### src/rtl/phy_status_pkg.sv
package phy_status_pkg;

    // =====================================================================
    // Register map
    localparam logic [7:0] summary_offset = 8'hc0;
    localparam logic [7:0] false_carrier_counter_offset = 8'hd0;
    localparam logic [7:0] receive_error_counter_offset = 8'hd4;
    localparam logic [7:0] addr_mask = 8'hfc;
    localparam logic [15:0] summary_reset = 16'h0000;
    localparam logic [31:0] unmapped_read_value = 32'h0000_0000;

    // =====================================================================
    // Field positions in the summary word
    localparam int rx_err_bit = 13;
    localparam int polarity_bit = 12;
    localparam int false_carrier_bit = 11;
    localparam int signal_detect_bit = 10;
    localparam int descr_lock_bit = 9;
    localparam int page_rx_bit = 8;
    localparam int intr_pend_bit = 7;
    localparam int remote_fault_bit = 6;
    localparam int jabber_bit = 5;
    localparam int an_done_bit = 4;
    localparam int loopback_bit = 3;
    localparam int duplex_bit = 2;
    localparam int speed10_bit = 1;
    localparam int link_bit = 0;

    // =====================================================================
    // AXI responses
    localparam logic [1:0] resp_okay = 2'b00;
    localparam logic [1:0] resp_slverr = 2'b10;

endpackage : phy_status_pkg

### src/rtl/phy_status_summary_reg.sv
// Implementation choice: the AXI4-Lite register port.
`timescale 1ns/1ns
`default_nettype none

// Behaviour
// 16-bit read-only summary register at 0xc0, zero after reset.
// Bits 15:14 read zero; writes are ignored.
// Bit 13 latches receive errors; cleared by reading receive error counter.
// Bit 12 mirrors 10BASE-T polarity flag; summary read does not clear it.
// Bit 11 latches false carrier; cleared by reading false carrier counter.
// Bit 10 is latch-low signal detect, zero at reset.
// Bit 9 is latch-low descrambler lock, zero at reset.
// Bit 8 mirrors autoneg page-received flag; summary read leaves it.
// Bit 7 latches pending interrupt; cleared by the summary read returning it.
// Bit 6 remote fault, cleared by basic status read or reset.
// Bit 5 mirrors jabber flag; summary read does not clear it.
// Bit 4 shows auto-negotiation complete.
// Bit 3 shows loopback enabled.
// Bit 2 shows resolved duplex, one is full.
// Bit 1 shows resolved speed, one is 10 Mb/s.
// Software trusts duplex and speed only with valid link conditions.
// Bit 0 mirrors basic status link flag; summary read does not clear it.
module phy_status_summary_reg (
    // Clock and reset
    input wire logic core_clk,
    input wire logic rst_n,
    // AXI4-Lite write address
    input wire logic [7:0] s_axi_awaddr,
    input wire logic s_axi_awvalid,
    output logic s_axi_awready,
    // AXI4-Lite write data
    input wire logic [31:0] s_axi_wdata,
    input wire logic [3:0] s_axi_wstrb,
    input wire logic s_axi_wvalid,
    output logic s_axi_wready,
    // AXI4-Lite write response
    output logic [1:0] s_axi_bresp,
    output logic s_axi_bvalid,
    input wire logic s_axi_bready,
    // AXI4-Lite read address
    input wire logic [7:0] s_axi_araddr,
    input wire logic s_axi_arvalid,
    output logic s_axi_arready,
    // AXI4-Lite read data
    output logic [31:0] s_axi_rdata,
    output logic [1:0] s_axi_rresp,
    output logic s_axi_rvalid,
    input wire logic s_axi_rready,
    // One-cycle events from PHY logic on core_clk
    input wire logic rx_error_event,
    input wire logic false_carrier_event,
    input wire logic phy_intr_event,
    // Mirrored flags from neighbouring registers on core_clk
    input wire logic polarity_inverted,
    input wire logic page_received,
    input wire logic remote_fault,
    input wire logic jabber_detect,
    input wire logic link_status,
    // Resolved PHY state on core_clk
    input wire logic an_complete,
    input wire logic loopback_en,
    input wire logic duplex_full,
    input wire logic speed_10,
    // PMD indications from the analog side, asynchronous
    input wire logic signal_detect_pin,
    input wire logic descr_lock_pin,
    // Clear-on-read strobes for the latched bits
    output logic rx_err_counter_read,
    output logic false_carrier_counter_read,
    output logic summary_read
);

    // =====================================================================
    // Bus state
    logic aw_held_ff;
    logic w_held_ff;
    logic aw_hit_ff;
    logic ar_done;
    logic [7:0] rd_addr;
    logic [1:0] pmd_sync;
    logic rx_err_ff;
    logic false_carrier_ff;
    logic intr_pend_ff;
    logic signal_detect_ff;
    logic descr_lock_ff;
    logic [15:0] summary_word;

    function automatic logic addr_is(input logic [7:0] addr, input logic [7:0] offset);
        return (addr & phy_status_pkg::addr_mask) == offset;
    endfunction : addr_is

    // =====================================================================
    // Write channel: accepted in any order, always answered
    // Only one write outstanding, so readies drop while a response waits
    assign s_axi_awready = !aw_held_ff && !s_axi_bvalid;
    assign s_axi_wready = !w_held_ff && !s_axi_bvalid;

    // Hold address and data acceptance until both have arrived
    always_ff @(posedge core_clk) begin
        if (!rst_n) begin
            aw_held_ff <= 1'b0;
            w_held_ff <= 1'b0;
            aw_hit_ff <= 1'b0;
        end else if ((aw_held_ff || (s_axi_awvalid && s_axi_awready))
                     && (w_held_ff || (s_axi_wvalid && s_axi_wready))) begin
            aw_held_ff <= 1'b0;
            w_held_ff <= 1'b0;
        end else begin
            if (s_axi_awvalid && s_axi_awready) begin
                aw_held_ff <= 1'b1;
                aw_hit_ff <= addr_is(s_axi_awaddr, phy_status_pkg::summary_offset);
            end
            if (s_axi_wvalid && s_axi_wready) begin
                w_held_ff <= 1'b1;
            end
        end
    end

    // Write response: summary is read-only, so data is dropped and OKAY given;
    // any other address of this block answers SLVERR
    always_ff @(posedge core_clk) begin
        if (!rst_n) begin
            s_axi_bvalid <= 1'b0;
            s_axi_bresp <= phy_status_pkg::resp_okay;
        end else if (s_axi_bvalid) begin
            if (s_axi_bready) begin
                s_axi_bvalid <= 1'b0;
            end
        end else if ((aw_held_ff || (s_axi_awvalid && s_axi_awready))
                     && (w_held_ff || (s_axi_wvalid && s_axi_wready))) begin
            s_axi_bvalid <= 1'b1;
            if (aw_held_ff ? aw_hit_ff
                           : addr_is(s_axi_awaddr, phy_status_pkg::summary_offset)) begin
                s_axi_bresp <= phy_status_pkg::resp_okay;
            end else begin
                s_axi_bresp <= phy_status_pkg::resp_slverr;
            end
        end
    end

    // =====================================================================
    // Read channel
    assign s_axi_arready = !s_axi_rvalid;
    assign ar_done = s_axi_arvalid && s_axi_arready;
    assign rd_addr = s_axi_araddr;

    // Clear strobes fire on the accepted read so the returned data holds
    // the latched value and the clear lands afterwards
    assign summary_read = ar_done && addr_is(rd_addr, phy_status_pkg::summary_offset);
    assign rx_err_counter_read = ar_done
        && addr_is(rd_addr, phy_status_pkg::receive_error_counter_offset);
    assign false_carrier_counter_read = ar_done
        && addr_is(rd_addr, phy_status_pkg::false_carrier_counter_offset);

    // Read data captured from the live word on acceptance
    always_ff @(posedge core_clk) begin
        if (!rst_n) begin
            s_axi_rvalid <= 1'b0;
            s_axi_rdata <= phy_status_pkg::unmapped_read_value;
            s_axi_rresp <= phy_status_pkg::resp_okay;
        end else if (s_axi_rvalid) begin
            if (s_axi_rready) begin
                s_axi_rvalid <= 1'b0;
            end
        end else if (ar_done) begin
            s_axi_rvalid <= 1'b1;
            if (summary_read) begin
                s_axi_rdata <= {16'h0000, summary_word};
                s_axi_rresp <= phy_status_pkg::resp_okay;
            end else begin
                s_axi_rdata <= phy_status_pkg::unmapped_read_value;
                s_axi_rresp <= phy_status_pkg::resp_slverr;
            end
        end
    end

    // =====================================================================
    // Latched bits
    // PMD levels come from another domain, so synchronise first
    sync2 #(
        .WIDTH(2)
    ) u_pmd_sync (
        .core_clk(core_clk),
        .rst_n(rst_n),
        .async_in({signal_detect_pin, descr_lock_pin}),
        .sync_ff(pmd_sync)
    );

    status_latch #(.LATCH_LOW(1'b0)) u_rx_err (
        .core_clk(core_clk),
        .rst_n(rst_n),
        .event_in(rx_error_event),
        .clear(rx_err_counter_read),
        .state_ff(rx_err_ff)
    );

    status_latch #(.LATCH_LOW(1'b0)) u_false_carrier (
        .core_clk(core_clk),
        .rst_n(rst_n),
        .event_in(false_carrier_event),
        .clear(false_carrier_counter_read),
        .state_ff(false_carrier_ff)
    );

    status_latch #(.LATCH_LOW(1'b0)) u_intr_pend (
        .core_clk(core_clk),
        .rst_n(rst_n),
        .event_in(phy_intr_event),
        .clear(summary_read),
        .state_ff(intr_pend_ff)
    );

    // Latch-low: a drop sticks low until a summary read lets it follow
    // the live level again; starts low after reset
    always_ff @(posedge core_clk) begin
        if (!rst_n) begin
            signal_detect_ff <= 1'b0;
            descr_lock_ff <= 1'b0;
        end else begin
            signal_detect_ff <= pmd_sync[1] & (signal_detect_ff | summary_read);
            descr_lock_ff <= pmd_sync[0] & (descr_lock_ff | summary_read);
        end
    end

    // =====================================================================
    // Summary word assembly; mirrors are not cleared by our read
    always_comb begin
        summary_word = phy_status_pkg::summary_reset;
        summary_word[phy_status_pkg::rx_err_bit] = rx_err_ff;
        summary_word[phy_status_pkg::polarity_bit] = polarity_inverted;
        summary_word[phy_status_pkg::false_carrier_bit] = false_carrier_ff;
        summary_word[phy_status_pkg::signal_detect_bit] = signal_detect_ff;
        summary_word[phy_status_pkg::descr_lock_bit] = descr_lock_ff;
        summary_word[phy_status_pkg::page_rx_bit] = page_received;
        summary_word[phy_status_pkg::intr_pend_bit] = intr_pend_ff;
        summary_word[phy_status_pkg::remote_fault_bit] = remote_fault;
        summary_word[phy_status_pkg::jabber_bit] = jabber_detect;
        summary_word[phy_status_pkg::an_done_bit] = an_complete;
        summary_word[phy_status_pkg::loopback_bit] = loopback_en;
        summary_word[phy_status_pkg::duplex_bit] = duplex_full;
        summary_word[phy_status_pkg::speed10_bit] = speed_10;
        summary_word[phy_status_pkg::link_bit] = link_status;
    end

    // =====================================================================
    // Checks
    chk_rx_err_set: assert property (@(posedge core_clk) disable iff (!rst_n)
        rx_error_event |=> rx_err_ff)
        else $error("receive error latch did not set");

    chk_rx_err_clear: assert property (@(posedge core_clk) disable iff (!rst_n)
        rx_err_counter_read && !rx_error_event |=> !rx_err_ff)
        else $error("receive error latch not cleared by counter read");

    chk_fc_clear: assert property (@(posedge core_clk) disable iff (!rst_n)
        false_carrier_counter_read && !false_carrier_event |=> !false_carrier_ff)
        else $error("false carrier latch not cleared by counter read");

    chk_intr_read: assert property (@(posedge core_clk) disable iff (!rst_n)
        summary_read && intr_pend_ff && !phy_intr_event
        |=> s_axi_rdata[phy_status_pkg::intr_pend_bit] && !intr_pend_ff)
        else $error("pending interrupt not returned then cleared");

    chk_sd_latch_low: assert property (@(posedge core_clk) disable iff (!rst_n)
        !pmd_sync[1] ##1 (pmd_sync[1] && !summary_read)[*2] |-> !signal_detect_ff)
        else $error("signal detect did not stay latched low");

    chk_lock_low: assert property (@(posedge core_clk) disable iff (!rst_n)
        !pmd_sync[0] |=> !descr_lock_ff)
        else $error("descrambler lock did not drop");

    chk_reserved_zero: assert property (@(posedge core_clk) disable iff (!rst_n)
        $rose(s_axi_rvalid) |-> s_axi_rdata[31:14] == 18'h00000)
        else $error("reserved bits read nonzero");

    chk_link_mirror: assert property (@(posedge core_clk) disable iff (!rst_n)
        summary_read |=> s_axi_rdata[phy_status_pkg::link_bit] == $past(link_status)
            && s_axi_rdata[phy_status_pkg::speed10_bit] == $past(speed_10))
        else $error("link or speed bit not mirrored");

    chk_write_resp: assert property (@(posedge core_clk) disable iff (!rst_n) // write response holds until accepted
        s_axi_bvalid && !s_axi_bready |=> s_axi_bvalid && $stable(s_axi_bresp))
        else $error("write response dropped early");

endmodule : phy_status_summary_reg

`default_nettype wire

### src/rtl/status_latch.sv
`timescale 1ns/1ns
`default_nettype none

// =========================================================================
// Sticky status bit: latch-high or latch-low, set wins over clear
module status_latch #(
    parameter logic LATCH_LOW = 1'b0
) (
    // Clock and reset
    input wire logic core_clk,
    input wire logic rst_n,
    // Event and clear
    input wire logic event_in,
    input wire logic clear,
    // State
    output logic state_ff
);

    // Event must beat a clear in the same cycle so nothing is lost
    always_ff @(posedge core_clk) begin
        if (!rst_n) begin
            state_ff <= 1'b0;
        end else if (event_in) begin
            state_ff <= ~LATCH_LOW;
        end else if (clear) begin
            state_ff <= LATCH_LOW;
        end
    end

endmodule : status_latch

`default_nettype wire

### src/rtl/sync2.sv
`timescale 1ns/1ns
`default_nettype none

// =========================================================================
// Two-flop synchroniser for a vector of pin levels
module sync2 #(
    parameter int WIDTH = 1
) (
    // Clock and reset
    input wire logic core_clk,
    input wire logic rst_n,
    // Levels
    input wire logic [WIDTH-1:0] async_in,
    output logic [WIDTH-1:0] sync_ff
);

    logic [WIDTH-1:0] meta_ff;

    // First stage is read only by the second stage
    always_ff @(posedge core_clk) begin
        if (!rst_n) begin
            meta_ff <= '0;
            sync_ff <= '0;
        end else begin
            meta_ff <= async_in;
            sync_ff <= meta_ff;
        end
    end

endmodule : sync2

`default_nettype wire

### config.mk
export PLATFORM = sky130hd
export DESIGN_NAME = phy_status_summary_reg
export DESIGN_NICKNAME = d
export VERILOG_FILES = /design/src/rtl/phy_status_pkg.sv /design/src/rtl/phy_status_summary_reg.sv /design/src/rtl/status_latch.sv /design/src/rtl/sync2.sv
export SDC_FILE = /design/constraint.sdc
export NUM_CORES = 1
export LEC_CHECK = 0
export ABC_AREA = 1
export BUFFER_PORTS_ARGS = -buffer_cell sky130_fd_sc_hd__buf_4
export CAP_MARGIN = 20
export CORE_ASPECT_RATIO = 2
export CORE_MARGIN = 4
export CORE_UTILIZATION = 42
export DETAILED_ROUTE_END_ITERATION = 10
export PLACE_DENSITY = 0.86
export SLEW_MARGIN = 20
export SYNTH_ARGS = -nofsm -noshare
export SYNTH_HDL_FRONTEND = slang
export SYNTH_SLANG_ARGS = --single-unit
### constraint.sdc
create_clock -name core_clk -period 1.5 [get_ports core_clk]
set_input_delay 0.15 -clock core_clk [delete_from_list [all_inputs] [get_ports core_clk]]
set_output_delay 0.15 -clock core_clk [all_outputs]
set_load 0.02 [all_outputs]
==> results.cfg <==
[power_and_ir_drop]
intPower_w = 0.00133
p_comb_share_pct = 18.0
p_leak_nw = 0.964
power.density_nw_per_um2 = 929
irDropWorstVdd_v = 0.000622
power_frac_seq_pct = 46.3
power.share.clock_pct = 35.7
power_w = 0.00182
p_sw_share_pct = 27.1
p_switching_w = 0.000494

[clock_network]
cts_buffers = 5
path_clk_slew_ns = 0.06
insertion_delay_ns = 0.27
cts-root-buf = clkbuf_8
cts_tree = built
cts.sinks = 30
htreeDepth = 2
clockBufferDepth = 2
ctsHoldBuffers = 0

[timing]
grt_setup_unrepaired = no
hold_slack_ns = 0.0549
fin_setup_tns_ns = 0
max_freq_mhz = 749
period_share_pct = 89.0
fin_crit_ns = 1.34
skew_ns = 0.00220
slew_viol_final = 0
setup-violations-final = 0
final_hold_viol_count = 0

[yosys]
synth.area.top_cells = dfxtp_1 (41%), buf_4 (10%), nand2_1 (9.2%), nand3_2 (6.8%), a21oi_2 (5.9%)
ys_ff_latch = 30
synthesis.area_sq_um = 1470
syn_inst = 185
yosysTopAreaCell = dfxtp_1
synth_area_per_cell_sq_um = 7.96
seq_area_frac_synth_pct = 40.8
ys_warn_count = 0
ys_types = 25
yosysTopAreaCellShare_pct = 40.8

[routing]
wl_microns = 3170
drc = 0
viasPerCell = 4.55
ant_nets = 0
num_vias = 1284
drt_iter0_markers = 13
dr.pass1.iters = 4
wl_per_cell_microns = 11.2

[critical_path]
cp.arrival_ns = 1.19
reg2reg_depth = 7
r2r_start = s_axi_rvalid$_SDFF_PN0_
startpoint_type = flip-flop
cp-end-kind = primary output
r2r_setup_slack_ns = 0.26
path_class = reg2out
cp_data_required_time_ns = 1.35
crit_fanout = 8
r2r_end = s_axi_rdata[5]$_SDFFE_PN0P_

[placement]
gp_congestion = 0.768
portBuffers = 56
place_area_sq_um = 1820
dp_hpwl_microns = 2440

[floorplanning]
num_rows = 30
die_area_sq_um = 4580
core_area_sq_um = 3380
initial_core_util_pct = 43.6
die_y_microns = 91.7
pin_count = 117
die_x_microns = 49.9

[global_route]
grt_pass1_vias = 1206
grt_max_degree = 20
antenna_found_initial = 0
grt_usage_pct = 14.2
grt_first_pass_wirelength_microns = 5030
gr-total-overflow = 0

[min_path]
min_from = signal_detect_pin
hold_depth = 3
whs_endpoint = u_pmd_sync.meta_ff[1]$_SDFF_PN0_
hp-class = in2reg

[layout]
fillers = 314
drive_above_1_share_pct = 41.6
nets = 322
multi_input_area_sq_um = 671
register_area_sq_um = 601
fin_util_pct = 58.1
diodes = 0
stdcell_area_sq_um = 1960
synthToLayoutAreaGrowth_pct = 33.2

[outcome]
status = completed

[flow_run]
drv_cap = 0
==> sequential cells by signal (all words and copies together) (netlist names) <==
name and count:
s_axi_rdata 14, u_pmd_sync.meta_ff 2, u_pmd_sync.sync_ff 2, aw_held_ff 1
aw_hit_ff 1, descr_lock_ff 1, s_axi_bresp 1, s_axi_bvalid 1
s_axi_rresp 1, s_axi_rvalid 1, signal_detect_ff 1, u_false_carrier.state_ff 1
u_intr_pend.state_ff 1, u_rx_err.state_ff 1, w_held_ff 1
==> kinds of logic (layout without fill, tap and decap cells) <==
kind of cell           Yosys count  after routing  share of synthesized area (%)
AOI/OAI and AO/OA               21             21                           10.0
buffers and inverters           48             94                           19.1
DFF                             30             30                           40.8
other                            1             20                          0.255
and+or+nand+nor                 85             85                           29.8
==> critical path: stages (launching register included) <==
cell	delay, ns
dfxtp_1	0.31
inv_2	0.11
nand2_8	0.09
nor2_8	0.09
nand2_2	0.07
inv_2	0.08
buf_4	0.14
==> Yosys cell counts <==
| cell | count |
|---|---|
| a21oi_1 | 8 |
| a21oi_2 | 10 |
| buf_12 | 1 |
| buf_2 | 2 |
| buf_4 | 20 |
| buf_6 | 1 |
| clkbuf_1 | 1 |
| conb_1 | 1 |
| dfxtp_1 | 30 |
| inv_1 | 18 |
| inv_2 | 5 |
| nand2_1 | 36 |
| nand2_2 | 3 |
| nand2_4 | 1 |
| nand3_1 | 6 |
| nand3_2 | 10 |
| nand4_1 | 2 |
| nor2_1 | 22 |
| nor2_4 | 1 |
| nor2_8 | 1 |
| nor3_1 | 1 |
| o21a_1 | 1 |
| o21ai_0 | 1 |
| o21bai_1 | 1 |
| or2_2 | 2 |
==> worst max path at each step <==
stage                             from                      endpoint  depth (start not counted)  slack (ns)
6_report       s_axi_rvalid$_SDFF_PN0_                  summary_read                          6        0.16
5_1_grt        s_axi_rvalid$_SDFF_PN0_    false_carrier_counter_read                          6        0.05
4_1_cts        s_axi_rvalid$_SDFF_PN0_    false_carrier_counter_read                          6        0.03
3_5_place_dp   s_axi_rvalid$_SDFF_PN0_   s_axi_rdata[9]$_SDFFE_PN0P_                          6        0.25
3_3_place_gp   s_axi_rvalid$_SDFF_PN0_  s_axi_rdata[10]$_SDFFE_PN0P_                          6        0.26
2_1_floorplan  s_axi_bvalid$_SDFF_PN0_        aw_hit_ff$_SDFFE_PN0P_                          6        0.26
==> repair_timing <==
item / CTS / global route
pin swaps: 1 / 1
endpoints found under the setup margin: 1 / 2
gates cloned: 0 / 0
buffers inserted: 1 / 4
gates resized for setup: 0 / 2
==> cell usage in the layout, fill, tap and decap left out <==
cell type	netlist	routed
buf_4	20	63
nand2_1	36	36
dfxtp_1	30	30
nor2_1	22	22
conb_1	1	20
inv_1	18	17
nand3_2	10	10
a21oi_2	10	10
a21oi_1	8	8
inv_2	5	6
nand3_1	6	6
clkbuf_8	0	6
nand2_2	3	3
nand4_1	2	2
or2_2	2	2
nand2_8	0	1
nor2_8	1	1
nor2_4	1	1
o21ai_0	1	1
o21bai_1	1	1
nor3_1	1	1
o21a_1	1	1
clkinv_2	0	1
clkbuf_1	1	1
==> per-layer routing <==
metal  vias up  GRT usage [%]  part of all wire [%]
li1        662              -                     -
met1       563           13.2                    34
met2        54           27.1                    56
met3         5           4.07                   8.0
met4         0           6.24                   1.1
met5         -              0                     0
==> layout make-up <==
class,count,area share (%)
clock buffers,7,4.40
well taps,32,2.04
flip-flops and latches,30,30.6
multi-input cells,126,34.2
clock inverters,1,0.255
repair buffers,63,24.1
inverters,23,4.40
==> power groups by stage <==
stage | Combinational, W | Sequential (W) | Clock (W)
floorplan | 0.000218 | 0.000872 | 0
global placement | 0.000307 | 0.000860 | 0
detailed placement | 0.000313 | 0.000861 | 0
CTS | 0.000315 | 0.000843 | 0.000677
global route | 0.000360 | 0.000846 | 0.000712
finish | 0.000328 | 0.000843 | 0.000651
==> metrics by stage <==
step / cells / setup slack, ns
floorplan: 204 / 0.262
global placement: 269 / 0.257
detailed placement: 269 / 0.251
CTS: 278 / 0.0322
global route: 282 / 0.0525
finish: 282 / 0.165
Note: power is estimated with default switching activity, not from simulation.
